### src/hw/dsrs_regs.vh
// Register map, field layout, reset values and timing constants of the supervisor
`ifndef DSRS_REGS_VH
`define DSRS_REGS_VH

// Register byte offsets
`define DSRS_OFF_STATUS 5'h00
`define DSRS_OFF_IRQ_ST 5'h04
`define DSRS_OFF_IRQ_MASK 5'h08
`define DSRS_OFF_EXT_TO 5'h0C

// Status register fields
`define DSRS_ST_RST 0
`define DSRS_ST_VALID1 1
`define DSRS_ST_VALID2 2
`define DSRS_ST_SUPPLY 3
`define DSRS_ST_STATE_LO 4
`define DSRS_ST_STATE_HI 5
`define DSRS_ST_MODE_LO 6
`define DSRS_ST_MODE_HI 7
`define DSRS_ST_POL1 8
`define DSRS_ST_POL2 9

// Interrupt status and mask fields
`define DSRS_IRQ_W 5
`define DSRS_IRQ_ASSERT 0
`define DSRS_IRQ_RELEASE 1
`define DSRS_IRQ_INV1 2
`define DSRS_IRQ_INV2 3
`define DSRS_IRQ_LOCK 4

// Reset values
`define DSRS_RST_IRQ_MASK 5'h00
`define DSRS_RST_EXT_TO 16'h0014

// Timer modes
`define DSRS_MODE_EXT 2'h0
`define DSRS_MODE_INT 2'h1
`define DSRS_MODE_CMP 2'h2

// Timing: clock rate, internal timeout, comparator filter time
`define DSRS_CLK_MHZ 200
`define DSRS_INT_TIMEOUT_MS 16'h00C8
`define DSRS_FILT_NS 50000

`endif

### src/hw/dsrs_top.v
// Dual supply reset supervisor core with Avalon-MM register slave
//
// Functional notes
// - select pin high, open, low sets polarities
// - negative input valid only below trip
// - positive input valid only above trip
// - release only after all valid whole timeout
// - lockout release samples select, initialises timer
// - invalid after start-up holds reset, no timing
// - lockout or invalid input asserts reset immediately
// - recovery starts timer; reset held until done
// - invalid during timeout restarts from zero
// - external, internal, or no timeout
// - one threshold; hysteresis only comparator mode
// - comparator results filtered before output logic
// - timer control low selects internal timeout
// - timer control high bypasses timer entirely
//
// The placing of the registers and the Avalon-MM interface to the registers are this design's own decisions.
`timescale 1ns/10ps
`include "dsrs_regs.vh"
module dsrs_top #(
  parameter CYC_PER_MS = `DSRS_CLK_MHZ * 1000,
  parameter FILT_CYC = `DSRS_FILT_NS * `DSRS_CLK_MHZ / 1000,
  parameter TICK_W = 18,
  parameter FILT_W = 14,
  parameter TO_W = 16
) (
  input wire clk, // 200 MHz system clock
  input wire sys_rst, // Synchronous reset, active high
  input wire mon_one_above, // Input one comparator: above trip
  input wire mon_two_above, // Input two comparator: above trip
  input wire supply_ok, // Supply above lockout threshold
  input wire sel_high, // Select pin sensed high
  input wire sel_low, // Select pin sensed low
  input wire tmr_high, // Timeout control tied to supply
  input wire tmr_low, // Timeout control tied low
  input wire [4:0] avs_address, // Byte address
  input wire avs_read, // Read request
  input wire avs_write, // Write request
  input wire [31:0] avs_writedata, // Write data
  input wire [3:0] avs_byteenable, // Byte lanes
  output reg [31:0] avs_readdata, // Read data
  output reg avs_waitrequest, // Stall until answered
  output reg irq, // Level interrupt
  output reg rst_n_o, // Reset pin output level, always low
  output reg rst_n_oe, // Reset pin pulled low while high
  output reg hyst_one_en, // Shift input one threshold
  output reg hyst_two_en // Shift input two threshold
);

////////////////////////////////////////////////////////////////////////////////
// Local definitions

localparam ST_LOCK = 2'h0;
localparam ST_WAIT = 2'h1;
localparam ST_TIME = 2'h2;
localparam ST_RUN = 2'h3;

// Validity from comparator side and polarity, used for both inputs
function valid_of;
  input above;
  input neg;
  begin
    valid_of = neg ? ~above : above;
  end
endfunction

////////////////////////////////////////////////////////////////////////////////
// Pin synchronisers

reg [6:0] sync1_reg;
reg [6:0] sync2_reg;

// Every pin is asynchronous; first stage feeds only the second
always @(posedge clk) begin
  if (sys_rst) begin
    sync1_reg <= 7'h00;
    sync2_reg <= 7'h00;
  end else begin
    sync1_reg <= {tmr_low, tmr_high, sel_low, sel_high, supply_ok, mon_two_above, mon_one_above};
    sync2_reg <= sync1_reg;
  end
end

wire s_sel_high = sync2_reg[3];
wire s_sel_low = sync2_reg[4];
wire s_tmr_high = sync2_reg[5];
wire s_tmr_low = sync2_reg[6];

////////////////////////////////////////////////////////////////////////////////
// Comparator filters

wire f_one_above;
wire f_two_above;
wire f_supply;

dsrs_filt #(.W(FILT_W), .LEN(FILT_CYC)) u_filt_one (
  .clk(clk), .sys_rst(sys_rst), .din(sync2_reg[0]), .dout(f_one_above)
);

dsrs_filt #(.W(FILT_W), .LEN(FILT_CYC)) u_filt_two (
  .clk(clk), .sys_rst(sys_rst), .din(sync2_reg[1]), .dout(f_two_above)
);

dsrs_filt #(.W(FILT_W), .LEN(FILT_CYC)) u_filt_sup (
  .clk(clk), .sys_rst(sys_rst), .din(sync2_reg[2]), .dout(f_supply)
);

////////////////////////////////////////////////////////////////////////////////
// Start-up configuration

reg pol1_neg_reg;
reg pol2_neg_reg;
reg [1:0] mode_reg;
reg [1:0] state_reg;
reg [1:0] state_next;

// sample select and timer mode on lockout release
// neither level sensed means the pin floats
always @(posedge clk) begin
  if (sys_rst) begin
    pol1_neg_reg <= 1'b0;
    pol2_neg_reg <= 1'b0;
    mode_reg <= `DSRS_MODE_EXT;
  end else if (state_reg == ST_LOCK && f_supply) begin
    // high both positive, open mixed, low both negative
    pol1_neg_reg <= s_sel_low & ~s_sel_high;
    pol2_neg_reg <= ~s_sel_high;
    if (s_tmr_high) begin
      mode_reg <= `DSRS_MODE_CMP;
    end else if (s_tmr_low) begin
      mode_reg <= `DSRS_MODE_INT;
    end else begin
      mode_reg <= `DSRS_MODE_EXT;
    end
  end
end

////////////////////////////////////////////////////////////////////////////////
// Validity

wire valid1 = valid_of(f_one_above, pol1_neg_reg);
wire valid2 = valid_of(f_two_above, pol2_neg_reg);
wire all_valid = valid1 & valid2 & f_supply;

////////////////////////////////////////////////////////////////////////////////
// Timeout counter

reg [TO_W-1:0] ext_to_reg;
reg [TO_W-1:0] ms_cnt_reg;
wire ms_tick;
wire timer_start = (state_next == ST_TIME) && (state_reg != ST_TIME);
// A zero external setting still waits one full millisecond
wire [TO_W-1:0] to_term = (mode_reg == `DSRS_MODE_INT) ? `DSRS_INT_TIMEOUT_MS :
  ((ext_to_reg == {TO_W{1'b0}}) ? {{(TO_W-1){1'b0}}, 1'b1} : ext_to_reg);
wire timer_done = ms_tick && (ms_cnt_reg == to_term - 1'b1);

dsrs_tick #(.W(TICK_W), .DIV(CYC_PER_MS)) u_tick (
  .clk(clk), .sys_rst(sys_rst), .restart(timer_start), .tick(ms_tick)
);

always @(posedge clk) begin
  if (sys_rst || timer_start) begin
    ms_cnt_reg <= {TO_W{1'b0}};
  end else if (state_reg == ST_TIME && ms_tick) begin
    ms_cnt_reg <= ms_cnt_reg + 1'b1;
  end
end

////////////////////////////////////////////////////////////////////////////////
// Sequencer

// Next state; lockout dominates everything else
always @* begin
  state_next = state_reg;
  case (state_reg)
    ST_LOCK: begin
      if (f_supply) begin
        state_next = ST_WAIT;
      end
    end
    ST_WAIT: begin
      // no timing until all three are valid
      if (!f_supply) begin
        state_next = ST_LOCK;
      end else if (all_valid) begin
        state_next = (mode_reg == `DSRS_MODE_CMP) ? ST_RUN : ST_TIME;
      end
    end
    ST_TIME: begin
      // abandon count on any invalid excursion
      if (!f_supply) begin
        state_next = ST_LOCK;
      end else if (!all_valid) begin
        state_next = ST_WAIT;
      end else if (timer_done) begin
        // released only after the full timeout
        state_next = ST_RUN;
      end
    end
    ST_RUN: begin
      // loss of validity on any input asserts reset
      if (!f_supply) begin
        state_next = ST_LOCK;
      end else if (!all_valid) begin
        state_next = ST_WAIT;
      end
    end
    default: begin
      state_next = ST_LOCK;
    end
  endcase
end

always @(posedge clk) begin
  if (sys_rst) begin
    state_reg <= ST_LOCK;
  end else begin
    state_reg <= state_next;
  end
end

////////////////////////////////////////////////////////////////////////////////
// Output pins

// reset held low until the timer is done, or until all valid in comparator mode
// threshold shift only in comparator mode, while invalid
always @(posedge clk) begin
  if (sys_rst) begin
    rst_n_o <= 1'b0;
    rst_n_oe <= 1'b1;
    hyst_one_en <= 1'b0;
    hyst_two_en <= 1'b0;
  end else begin
    rst_n_o <= 1'b0;
    rst_n_oe <= (state_next != ST_RUN);
    hyst_one_en <= (mode_reg == `DSRS_MODE_CMP) && !valid1;
    hyst_two_en <= (mode_reg == `DSRS_MODE_CMP) && !valid2;
  end
end

////////////////////////////////////////////////////////////////////////////////
// Interrupt events

reg valid1_d_reg;
reg valid2_d_reg;
reg supply_d_reg;
reg run_d_reg;
reg [`DSRS_IRQ_W-1:0] irq_st_reg;
reg [`DSRS_IRQ_W-1:0] irq_mask_reg;
reg [`DSRS_IRQ_W-1:0] ev;
wire run_now = (state_reg == ST_RUN);
wire st_read_clr;

// Edge history for event detection
always @(posedge clk) begin
  if (sys_rst) begin
    valid1_d_reg <= 1'b0;
    valid2_d_reg <= 1'b0;
    supply_d_reg <= 1'b0;
    run_d_reg <= 1'b0;
  end else begin
    valid1_d_reg <= valid1;
    valid2_d_reg <= valid2;
    supply_d_reg <= f_supply;
    run_d_reg <= run_now;
  end
end

// Event pulses of one cycle each
always @* begin
  ev = {`DSRS_IRQ_W{1'b0}};
  ev[`DSRS_IRQ_ASSERT] = run_d_reg & ~run_now;
  ev[`DSRS_IRQ_RELEASE] = ~run_d_reg & run_now;
  ev[`DSRS_IRQ_INV1] = valid1_d_reg & ~valid1;
  ev[`DSRS_IRQ_INV2] = valid2_d_reg & ~valid2;
  ev[`DSRS_IRQ_LOCK] = supply_d_reg & ~f_supply;
end

// Sticky bits; a read clears only what it showed, so a late event survives
always @(posedge clk) begin
  if (sys_rst) begin
    irq_st_reg <= {`DSRS_IRQ_W{1'b0}};
    irq <= 1'b0;
  end else begin
    irq_st_reg <= (st_read_clr ? irq_st_reg & ~avs_readdata[`DSRS_IRQ_W-1:0] : irq_st_reg) | ev;
    irq <= |(irq_st_reg & irq_mask_reg);
  end
end

////////////////////////////////////////////////////////////////////////////////
// Avalon-MM slave

// Request is completed at the edge where waitrequest is seen low
wire acc = !avs_waitrequest && (avs_read || avs_write);
wire wr_acc = acc && avs_write;
assign st_read_clr = acc && avs_read && (avs_address == `DSRS_OFF_IRQ_ST);

// One wait cycle per access, then waitrequest rises again
always @(posedge clk) begin
  if (sys_rst) begin
    avs_waitrequest <= 1'b1;
  end else if (acc) begin
    avs_waitrequest <= 1'b1;
  end else if (avs_read || avs_write) begin
    avs_waitrequest <= 1'b0;
  end
end

// Read data built while the answer is prepared; unmapped reads zero
always @(posedge clk) begin
  if (sys_rst) begin
    avs_readdata <= 32'h00000000;
  end else if (avs_read && avs_waitrequest) begin
    avs_readdata <= 32'h00000000;
    case (avs_address)
      `DSRS_OFF_STATUS: begin
        avs_readdata[`DSRS_ST_RST] <= rst_n_oe;
        avs_readdata[`DSRS_ST_VALID1] <= valid1;
        avs_readdata[`DSRS_ST_VALID2] <= valid2;
        avs_readdata[`DSRS_ST_SUPPLY] <= f_supply;
        avs_readdata[`DSRS_ST_STATE_HI:`DSRS_ST_STATE_LO] <= state_reg;
        avs_readdata[`DSRS_ST_MODE_HI:`DSRS_ST_MODE_LO] <= mode_reg;
        avs_readdata[`DSRS_ST_POL1] <= pol1_neg_reg;
        avs_readdata[`DSRS_ST_POL2] <= pol2_neg_reg;
      end
      `DSRS_OFF_IRQ_ST: avs_readdata[`DSRS_IRQ_W-1:0] <= irq_st_reg;
      `DSRS_OFF_IRQ_MASK: avs_readdata[`DSRS_IRQ_W-1:0] <= irq_mask_reg;
      `DSRS_OFF_EXT_TO: avs_readdata[TO_W-1:0] <= ext_to_reg;
      default: avs_readdata <= 32'h00000000;
    endcase
  end
end

// Writable registers honour byte lanes; other offsets ignore writes
always @(posedge clk) begin
  if (sys_rst) begin
    irq_mask_reg <= `DSRS_RST_IRQ_MASK;
    ext_to_reg <= `DSRS_RST_EXT_TO;
  end else if (wr_acc) begin
    if (avs_address == `DSRS_OFF_IRQ_MASK && avs_byteenable[0]) begin
      irq_mask_reg <= avs_writedata[`DSRS_IRQ_W-1:0];
    end
    // software sets the external duration in ms
    if (avs_address == `DSRS_OFF_EXT_TO) begin
      if (avs_byteenable[0]) begin
        ext_to_reg[7:0] <= avs_writedata[7:0];
      end
      if (avs_byteenable[1]) begin
        ext_to_reg[15:8] <= avs_writedata[15:8];
      end
    end
  end
end

endmodule

### src/hw/dsrs_filt.v
// Glitch filter: output follows input only after a stable run of LEN cycles
`timescale 1ns/10ps
module dsrs_filt #(
  parameter W = 14,
  parameter LEN = 10000
) (
  input wire clk, // System clock
  input wire sys_rst, // Synchronous reset, active high
  input wire din, // Synchronised comparator result
  output reg dout // Filtered result
);

reg [W-1:0] cnt_reg;

// Count while input disagrees; any agreement restarts the run
always @(posedge clk) begin
  if (sys_rst) begin
    cnt_reg <= {W{1'b0}};
    dout <= 1'b0;
  end else if (din == dout) begin
    cnt_reg <= {W{1'b0}};
  end else if (cnt_reg == LEN[W-1:0] - 1'b1) begin
    cnt_reg <= {W{1'b0}};
    dout <= din;
  end else begin
    cnt_reg <= cnt_reg + 1'b1;
  end
end

endmodule

### src/hw/dsrs_tick.v
// Divider giving a one-cycle enable every DIV clocks, restartable
`timescale 1ns/10ps
module dsrs_tick #(
  parameter W = 18,
  parameter DIV = 200000
) (
  input wire clk, // System clock
  input wire sys_rst, // Synchronous reset, active high
  input wire restart, // Begin a fresh full period
  output reg tick // One-cycle enable pulse
);

reg [W-1:0] cnt_reg;

// Restart keeps the first period of a timeout full length
always @(posedge clk) begin
  if (sys_rst || restart) begin
    cnt_reg <= {W{1'b0}};
    tick <= 1'b0;
  end else if (cnt_reg == DIV[W-1:0] - 1'b1) begin
    cnt_reg <= {W{1'b0}};
    tick <= 1'b1;
  end else begin
    cnt_reg <= cnt_reg + 1'b1;
    tick <= 1'b0;
  end
end

endmodule

### config.mk
export PLATFORM = sky130hd
export DESIGN_NAME = dsrs_top
export DESIGN_NICKNAME = d
export VERILOG_FILES = /design/src/hw/dsrs_top.v /design/src/hw/dsrs_filt.v /design/src/hw/dsrs_tick.v
export VERILOG_INCLUDE_DIRS = /design/src /design/src/hw
export SDC_FILE = /design/constraint.sdc
export NUM_CORES = 1
export LEC_CHECK = 0
export BUFFER_PORTS_ARGS = -buffer_cell sky130_fd_sc_hd__buf_2
export CORE_MARGIN = 8
export CORE_UTILIZATION = 40
export CTS_CLUSTER_SIZE = 20
export DETAILED_ROUTE_END_ITERATION = 12
export PLACE_DENSITY = 0.65
export SLEW_MARGIN = 20
export SYNTH_ARGS = -nofsm -noshare
export SYNTH_HDL_FRONTEND = slang
export SYNTH_SLANG_ARGS = --single-unit
### constraint.sdc
create_clock -name clk -period 3.86 [get_ports clk]
set_clock_uncertainty 0.1 [all_clocks]
set_input_delay 0.772 -clock clk [delete_from_list [all_inputs] [get_ports clk]]
set_output_delay 0.772 -clock clk [all_outputs]
set_load 0.01 [all_outputs]
Word-level counts from Yosys, hierarchy flattened:

Cells that the tools add are included.

* $add $sub $neg: 6
* equality and inequality tests: 19
* muxes and demuxes: 21
* bitwise operators: 23
* reductions and logical operators: 32

Operators by type and width (count)
* $add A14 B1 Y14 const B: 3
* $eq A14 B14 Y1 const B: 3
* $mux W16: 2
* $pmux W5 S4: 1
* $add A18 B1 Y18 const B: 1
* $eq A18 B18 Y1 const B: 1
* $mux W2: 9
* $add A16 B1 Y16 const B: 1
* $eq A16 B16 Y1: 1
* $logic_not A16 Y1: 1
* $sub A16 B1 Y16 const B: 1
* $logic_and A1 B1 Y1: 12
* $not A1 Y1: 11
* $and A5 B5 Y5: 2
* $eq A5 B4 Y1 const B: 2
* $pmux W5 S2: 1
* $reduce_or A3 Y1: 3
* $and A1 B1 Y1: 8
* $eq A2 B2 Y1 const B: 4
* $pmux W2 S4: 1
* $reduce_and A2 Y1: 4
* $mux W6: 1
* $reduce_and A3 Y1: 2
* $eq A5 B3 Y1 const B: 1
* other kinds (13): 25

* bits in registers: 151
* input bits: 52
* output and inout port bits: 38
* logic and storage cells: 130

Longest topological paths before layout:

Gate-level depths: netlist of the first run.

* depth in word-level cells: 14
* mapped depth: 14
* gate-level depth less buffers: 12

Modules after synthesis:

A second synthesis of the first run with hierarchy kept.

* cell total of the unflattened synthesis: 819
* area, all modules: 7138.1 sq um

By module, submodules not included
* dsrs_top: times used 1, cells each 508, area an instance 4272.8 sq um, sequential area each 1741.7 sq um
* dsrs_filt: times used 3, cells each 71, area an instance 655.6 sq um, sequential area each 300.3 sq um
* dsrs_tick: times used 1, cells each 98, area an instance 898.4 sq um, sequential area each 380.4 sq um

Worst setup path after synthesis of the first run:

No wires, ideal clock.

* path kind: reg2reg
* from: reg ext_to_reg[8]
* to: reg rst_n_oe
* library setup time: 0.120 ns
* data arrival time: 2.992 ns
* required time: 3.640 ns
* slack: 0.648 ns
* stages on the path, launching flop included: 15
* buffers on the path: 2
* path through: dfxtp_1 -> clkbuf_1 -> nor4_1 -> nand4_1 -> nor2_1 -> o21ai_0 -> ha_1 -> or4b_1 -> buf_2 -> nor4_2 -> a21oi_1 -> or3_1 -> nor4_2 -> nand4_1 -> a211o_1

* longest elaborated chain between the ends: 11

Ends and longest elaborated chain
* from (decl): RTL line dsrs_top.v:150 `reg [TO_W-1:0] ext_to_reg;`
* from (signal assigned): RTL line dsrs_top.v:340 `` ext_to_reg <= `DSRS_RST_EXT_TO; ``
* from (signal assigned): RTL line dsrs_top.v:351 `ext_to_reg[15:8] <= avs_writedata[15:8];`
* $logic_not A16 Y1: RTL line dsrs_top.v:156 `((ext_to_reg == {TO_W{1'b0}}) ? {{(TO_W-1){1'b0}}, 1'b1} : ext_to_reg);`
* $mux W16 *: RTL line dsrs_top.v:156
* $mux W16 *: RTL line dsrs_top.v:155 `` wire [TO_W-1:0] to_term = (mode_reg == `DSRS_MODE_INT) ? `DSRS_INT_TIMEOUT_MS : ``
* $sub A16 B1 Y16 *: RTL line dsrs_top.v:157 `wire timer_done = ms_tick && (ms_cnt_reg == to_term - 1'b1);`
* $eq A16 B16 Y1 *: RTL line dsrs_top.v:157
* $logic_and A1 B1 Y1 *: RTL line dsrs_top.v:157
* $mux W2 *: RTL line dsrs_top.v:197 `end else if (timer_done) begin`
* $mux W2 *: RTL line dsrs_top.v:195 `end else if (!all_valid) begin`
* $mux W2 *: RTL line dsrs_top.v:193 `if (!f_supply) begin`
* $pmux W2 S4 *: RTL line dsrs_top.v:177 `case (state_reg)`
* $ne A2 B2 Y1 *: RTL line dsrs_top.v:237 `rst_n_oe <= (state_next != ST_RUN);`
* to (signal assigned): RTL line dsrs_top.v:237
* to (decl): RTL line dsrs_top.v:47 `output reg rst_n_oe,`

Every way passes the cells marked *; elsewhere a longest branch is shown, timed or not.
A chain may end at the register's enable or synchronous reset.

Worst setup path after layout of the first run:

Ends and elaborated chain as after synthesis.

==> results.json, run 1 <==
{
  "rr_startpoint": "ext_to_reg[8]",
  "cts.sinks": 151,
  "synth_area_per_cell_um2": 8.48,
  "path_delay_family": "simple AND/OR/NAND/NOR gates",
  "grt_pass1_wl_mm": 25.4,
  "cap_viol_max_count": 0,
  "ys_seq_area_frac": 0.436,
  "dr.first_iter.drc_count": 444,
  "cp-end-kind": "register",
  "io_pins": 90,
  "cts_hold_buf": 0,
  "num_antenna_cells": 0,
  "drt_pass1_iterations": 5,
  "finalCritPeriodShare": 0.933,
  "ant_nets": 0,
  "internal_power_w": 0.00246,
  "grt_pass1_vias": 5259,
  "tns_ns": 0,
  "largest_register_ffs": 18,
  "area_delta_synth_final_pct": 14.5,
  "fin_nets": 925,
  "fmaxAchievable_mhz": 278,
  "wl_mm": 15.5,
  "cts_buffers": 17,
  "status": "finished clean",
  "share_comb_of_total_power": 0.031,
  "vias": 5689,
  "clkPwrFrac": 0.475,
  "htreeDepth": 4,
  "initial_core_util": 0.405,
  "drive_above_1_share": 0.132,
  "antenna_found_initial": 3,
  "maxSlewViolCount": 0,
  "layout_common_cells": "151 x dfxtp_1, 148 x nor2_1, 54 x buf_2",
  "slowest_delay_ns": 0.58,
  "worstHoldPathCells": 1,
  "cts_setup_buffers": 0,
  "cts_buffer_depth": 2,
  "port_buffers": 54,
  "syn_inst": 817,
  "clkTransAtPathRegs_ns": 0.06,
  "hp-start": "sync1_reg[3]",
  "syn-cell-area_um2": 6930,
  "p_sw_w": 0.000743,
  "crit_buf_inv": 1,
  "cpMaxStageDelayCell": "or4b_1",
  "worstSkewPairLatency_ns": 0.42,
  "viasPerCell": 5.15,
  "switching_share": 0.232,
  "final_hold_viol_count": 0,
  "tightest_slew_ns": 0.830,
  "synth_warnings": 0,
  "wl_per_cell_um": 14.0,
  "min_path_type": "register to register",
  "num_rows": 48,
  "r2r_end": "rst_n_oe",
  "final_util": 0.463,
  "cts_resized": 0,
  "drc": 0,
  "fp.dieH_um": 148,
  "crit_type": "register to register",
  "layout_commonest_cell": "dfxtp_1",
  "finalWeightedCongestion": 0.892,
  "synth.distinct_cells": 63,
  "period_needed_ns": 3.60,
  "setup_viol": 0,
  "reg2reg_depth": 13,
  "die_w_um": 148,
  "grt_overflow_total": 0,
  "cp-start-kind": "register",
  "irDropWorstVdd_mv": 0.296,
  "core_area_um2": 17100,
  "crit_chain": "nor4_1, buf_4, nand4_1, nor2_1, o21ai_0, ha_1, or4b_1, nor4_2, a21oi_1, or3_1, nor4_2, nand4_1, a211o_1",
  "seqPwrFrac": 0.494,
  "synth-edff-count": 0,
  "dieArea_um2": 21800,
  "grt_usage": 0.142,
  "async_flop_share": 0,
  "hold_end": "sync2_reg[3]",
  "grt_max_degree": 54,
  "power-per-cell-area_nw_per_um2": 404,
  "reg2reg_slack_ns": 0.26,
  "maxSlewHeadroom": 0.439,
  "leakage_nw": 3.05,
  "grt_setup_unrepaired": "false",
  "wl_met1_mm": 7.51,
  "cp.required_ns": 4.07,
  "worstPathArrival_ns": 3.81,
  "ys_dominant_reg_cell": "dfxtp_1",
  "cp_max_fo": 8,
  "route.met3.wl_um": 903,
  "root_buffer": "clkbuf_16",
  "hpwlAfterDp_mm": 11.0,
  "ys_ff_latch": 151,
  "cts_tree": "built",
  "wl_met2_mm": 6.70,
  "highest_layer": "met5"
}
-- worst register-to-register path, delay by kind of cell, from the launching register on --
family / cells / cell delay [ns]
AND/OR/NAND/NOR: 8 / 1.92
flip-flops: 1 / 0.50
buffers and inverters: 1 / 0.16
AO/OA/AOI/OAI: 3 / 0.56
adder cells (fa/ha/maj): 1 / 0.27
-- cell families after synthesis --
| group | synth area share |
|---|---|
| compound gates | 0.0914 |
| xor+xnor | 0.0999 |
| fa+ha+maj | 0.0108 |
| buf+inv | 0.0519 |
| flops | 0.436 |
| mux | 0.0318 |
| other cells | 0.000541 |
| simple gates | 0.277 |
-- synth_stat cells (2+ instances only) --
master / number / area (µm²)
buf_2: 4 / 20.0
a221oi_1: 5 / 43.8
nor3b_1: 2 / 15.0
a21o_1: 2 / 15.0
nor4_2: 2 / 25.0
clkbuf_1: 30 / 113
inv_1: 13 / 48.8
nor2b_1: 21 / 131
nor4b_1: 4 / 35.0
xor2_1: 45 / 394
nand3b_1: 5 / 37.5
a211o_1: 2 / 17.5
or3_2: 2 / 15.0
nand4b_1: 3 / 26.3
or3_1: 10 / 62.6
nand2_1: 52 / 195
nor3_1: 20 / 100
nand3_1: 38 / 190
buf_4: 17 / 128
buf_6: 2 / 22.5
a21oi_1: 39 / 195
or4_1: 3 / 22.5
a31oi_1: 2 / 12.5
buf_1: 6 / 22.5
a211oi_1: 2 / 15.0
and4_1: 3 / 26.3
mux2i_1: 22 / 220
nor4_1: 9 / 56.3
and3_1: 21 / 131
ha_1: 6 / 75.1
and2_1: 3 / 18.8
dfxtp_1: 151 / 3020
a22oi_1: 15 / 113
nand2b_1: 9 / 56.3
xnor2_1: 34 / 298
o21ai_0: 16 / 80.1
nand4_1: 24 / 150
nor2_1: 148 / 556
-- area by class of cell --
cell class / instances / area (µm²)
Fill cell: 1699 / 9190
Multi-Input combinational cell: 609 / 3600
Sequential cell: 151 / 3020
Clock buffer: 20 / 447
Timing Repair Buffer: 75 / 428
Tap cell: 225 / 282
Clock inverter: 12 / 96.3
Inverter: 13 / 48.8
-- per-stage QoR --
step / std cells / instance area [µm²] / power, W / setup slack (ns) / hold WS [ns]
after floorplan: 833 / 6990 / 0.00169 / 0.648 / 0.304
after global placement: 1073 / 7380 / 0.00171 / 0.369 / 0.319
final: 1105 / 7930 / 0.00320 / 0.260 / 0.333
after CTS: 1105 / 7930 / 0.00324 / 0.287 / 0.337
after global routing: 1105 / 7930 / 0.00331 / 0.111 / 0.361
after detailed placement: 1073 / 7380 / 0.00171 / 0.317 / 0.322
-- power by group through the flow --
stage	combinational (W)	clock (W)	sequential (W)
floorplan	0.0000707	0	0.00162
global placement	0.0000966	0	0.00162
detailed placement	0.0000979	0	0.00162
CTS	0.0000981	0.00156	0.00158
global route	0.000109	0.00162	0.00158
finish	0.0000976	0.00152	0.00158
-- layer usage --
| layer | vias up | track usage |
|---|---|---|
| met2 | 144 | 0.220 |
| li1 | 2891 | - |
| met4 | 6 | 0.0668 |
| met3 | 30 | 0.0428 |
| met1 | 2618 | 0.178 |
| met5 | - | 0 |
-- worst max-delay path by stage --
stage,end,start,cells past startpoint
3_3_place_gp,rst_n_oe,ext_to_reg[8],13
4_1_cts,rst_n_oe,ext_to_reg[8],13
6_report,rst_n_oe,ext_to_reg[8],13
3_5_place_dp,rst_n_oe,ext_to_reg[8],13
2_1_floorplan,rst_n_oe,ext_to_reg[8],14
5_1_grt,rst_n_oe,ext_to_reg[8],13
No activity file was read; power rests on OpenSTA's default activity.
==> inputs of run 2 (changes only) <==
- PLACE_DENSITY: 0.65 -> not set
- PLACE_DENSITY_LB_ADDON: not set -> 0.25
==> results.json, run 2 (synthesis gave the netlist of run 1 again) <==
{
  "status": "finished clean",
  "crit_type": "register to register",
  "cts_buffer_depth": 2,
  "wl_per_cell_um": 14.1,
  "core_area_um2": 17100,
  "seqPwrFrac": 0.454,
  "cts.sinks": 151,
  "placed_area_um2": 7380,
  "period_needed_ns": 3.48,
  "clkPwrFrac": 0.518,
  "cts_setup_buffers": 0,
  "initial_core_util": 0.405,
  "finalWeightedCongestion": 0.865,
  "fin_area_um2": 8030,
  "wl_mm": 15.6,
  "tightest_slew_ns": 0.790,
  "cp-end-kind": "register",
  "drc": 0,
  "cts_resized": 0,
  "grt_overflow_total": 0,
  "cap_viol_max_count": 0,
  "cts_buffers": 17,
  "grt_setup_unrepaired": "false",
  "drt_pass1_iterations": 5,
  "stdcell_count": 1105,
  "p_sw_w": 0.000805,
  "share_comb_of_total_power": 0.028,
  "hpwlAfterDp_mm": 11.2,
  "io_pins": 90,
  "worstPathArrival_ns": 3.70,
  "maxSlewViolCount": 0,
  "dieArea_um2": 21800,
  "fmaxAchievable_mhz": 287,
  "dp_cells": 1073,
  "internal_power_w": 0.00267,
  "setup_viol": 0,
  "cp-start-kind": "register",
  "finalCritPeriodShare": 0.902,
  "worstSkewPairLatency_ns": 0.43,
  "grt_pass1_wl_mm": 25.8,
  "layout_commonest_cell": "dfxtp_1",
  "fin_nets": 925,
  "antenna_found_initial": 3,
  "switching_share": 0.231,
  "cp_max_fo": 10,
  "fp.dieH_um": 148,
  "cts_hold_buf": 0,
  "root_buffer": "clkbuf_16",
  "irDropWorstVdd_mv": 0.304,
  "grt_usage": 0.145,
  "final_hold_viol_count": 0,
  "viasPerCell": 5.17,
  "num_rows": 48,
  "port_buffers": 54,
  "largest_register_ffs": 18,
  "hold_ws_ns": 0.323,
  "cp.required_ns": 4.08,
  "htreeDepth": 4,
  "ant_nets": 0,
  "cts_tree": "built",
  "leakage_nw": 3.11,
  "num_antenna_cells": 0,
  "die_w_um": 148,
  "clkTransAtPathRegs_ns": 0.07,
  "vias": 5712,
  "dr.first_iter.drc_count": 419,
  "grt_pass1_vias": 5266,
  "grt_max_degree": 62,
  "maxSlewHeadroom": 0.466,
  "area_delta_synth_final_pct": 15.9,
  "layout_common_cells": "151 x dfxtp_1, 148 x nor2_1, 54 x buf_2",
  "tns_ns": 0,
  "power-per-cell-area_nw_per_um2": 434,
  "min_path_type": "register to register",
  "drive_above_1_share": 0.134
}
## run 2: cell count changes in the layout (fill, tap and decap cells not counted)
| cell | before | now |
|---|---|---|
| bufinv_16 | 0 | 3 |
| clkbuf_1 | 2 | 0 |
| clkinv_2 | 1 | 0 |
| clkinv_4 | 1 | 0 |
| clkinv_8 | 0 | 1 |
| clkinvlp_4 | 6 | 1 |
| inv_6 | 3 | 5 |
| inv_8 | 1 | 4 |
## run 2: stage by stage
stage / utilization / worst slack (ns) / total power, W
CTS: 0.469 / 0.391 / 0.00352
global route: 0.469 / 0.145 / 0.00360
finish: 0.469 / 0.379 / 0.00348
detailed placement: 0.431 / 0.422 / 0.00171
global placement: 0.431 / 0.444 / 0.00171
floorplan: - / 0.648 / 0.00169
## run 2: path summary, 6_finish.rpt
kind | start | end | depth (start not counted) | slack [ns]
max reg2reg | ext_to_reg[12] | rst_n_oe | 12 | 0.38
max | ext_to_reg[12] | rst_n_oe | 12 | 0.38
min reg2reg | sync2_reg[3] | pol2_neg_reg | 1 | 0.32
min | sync2_reg[3] | pol2_neg_reg | 1 | 0.32
## run 2: per-layer routing
layer	routed length, µm	up-vias	track usage
met5	37	-	0
met3	1060	39	0.0471
met2	6780	147	0.217
met1	7360	2623	0.188
met4	361	6	0.0586
li1	-	2897	-
## run 2: cell type report
| type | instances | area [µm²] |
|---|---|---|
| tap | 225 | 282 |
| clock inverter | 14 | 203 |
| clock buffer | 18 | 439 |
| multi-input combinational | 609 | 3600 |
| sequential | 151 | 3020 |
| timing repair buffer | 75 | 428 |
| inverter | 13 | 48.8 |
| fill | 1703 | 9090 |
## run 2: worst max-delay path, cell delays in order (launching register included)
cell     delay [ns]
dfxtp_1        0.53
nor4_1         0.12
nand4_1        0.15
nor2_1         0.07
o21ai_0        0.15
ha_1           0.26
or4b_1         0.58
nor4_2         0.17
a21oi_1        0.07
or3_1          0.40
nor4_2         0.25
nand4_1        0.18
a211o_1        0.33
## run 2: power groups by stage
stage                     clock [W]  sequential, W  combinational (W)
after floorplan                   0        0.00162          0.0000707
after global placement            0        0.00162          0.0000971
after detailed placement          0        0.00162          0.0000974
after CTS                   0.00184        0.00158          0.0000977
after global routing        0.00191        0.00158           0.000108
final                       0.00180        0.00158          0.0000968
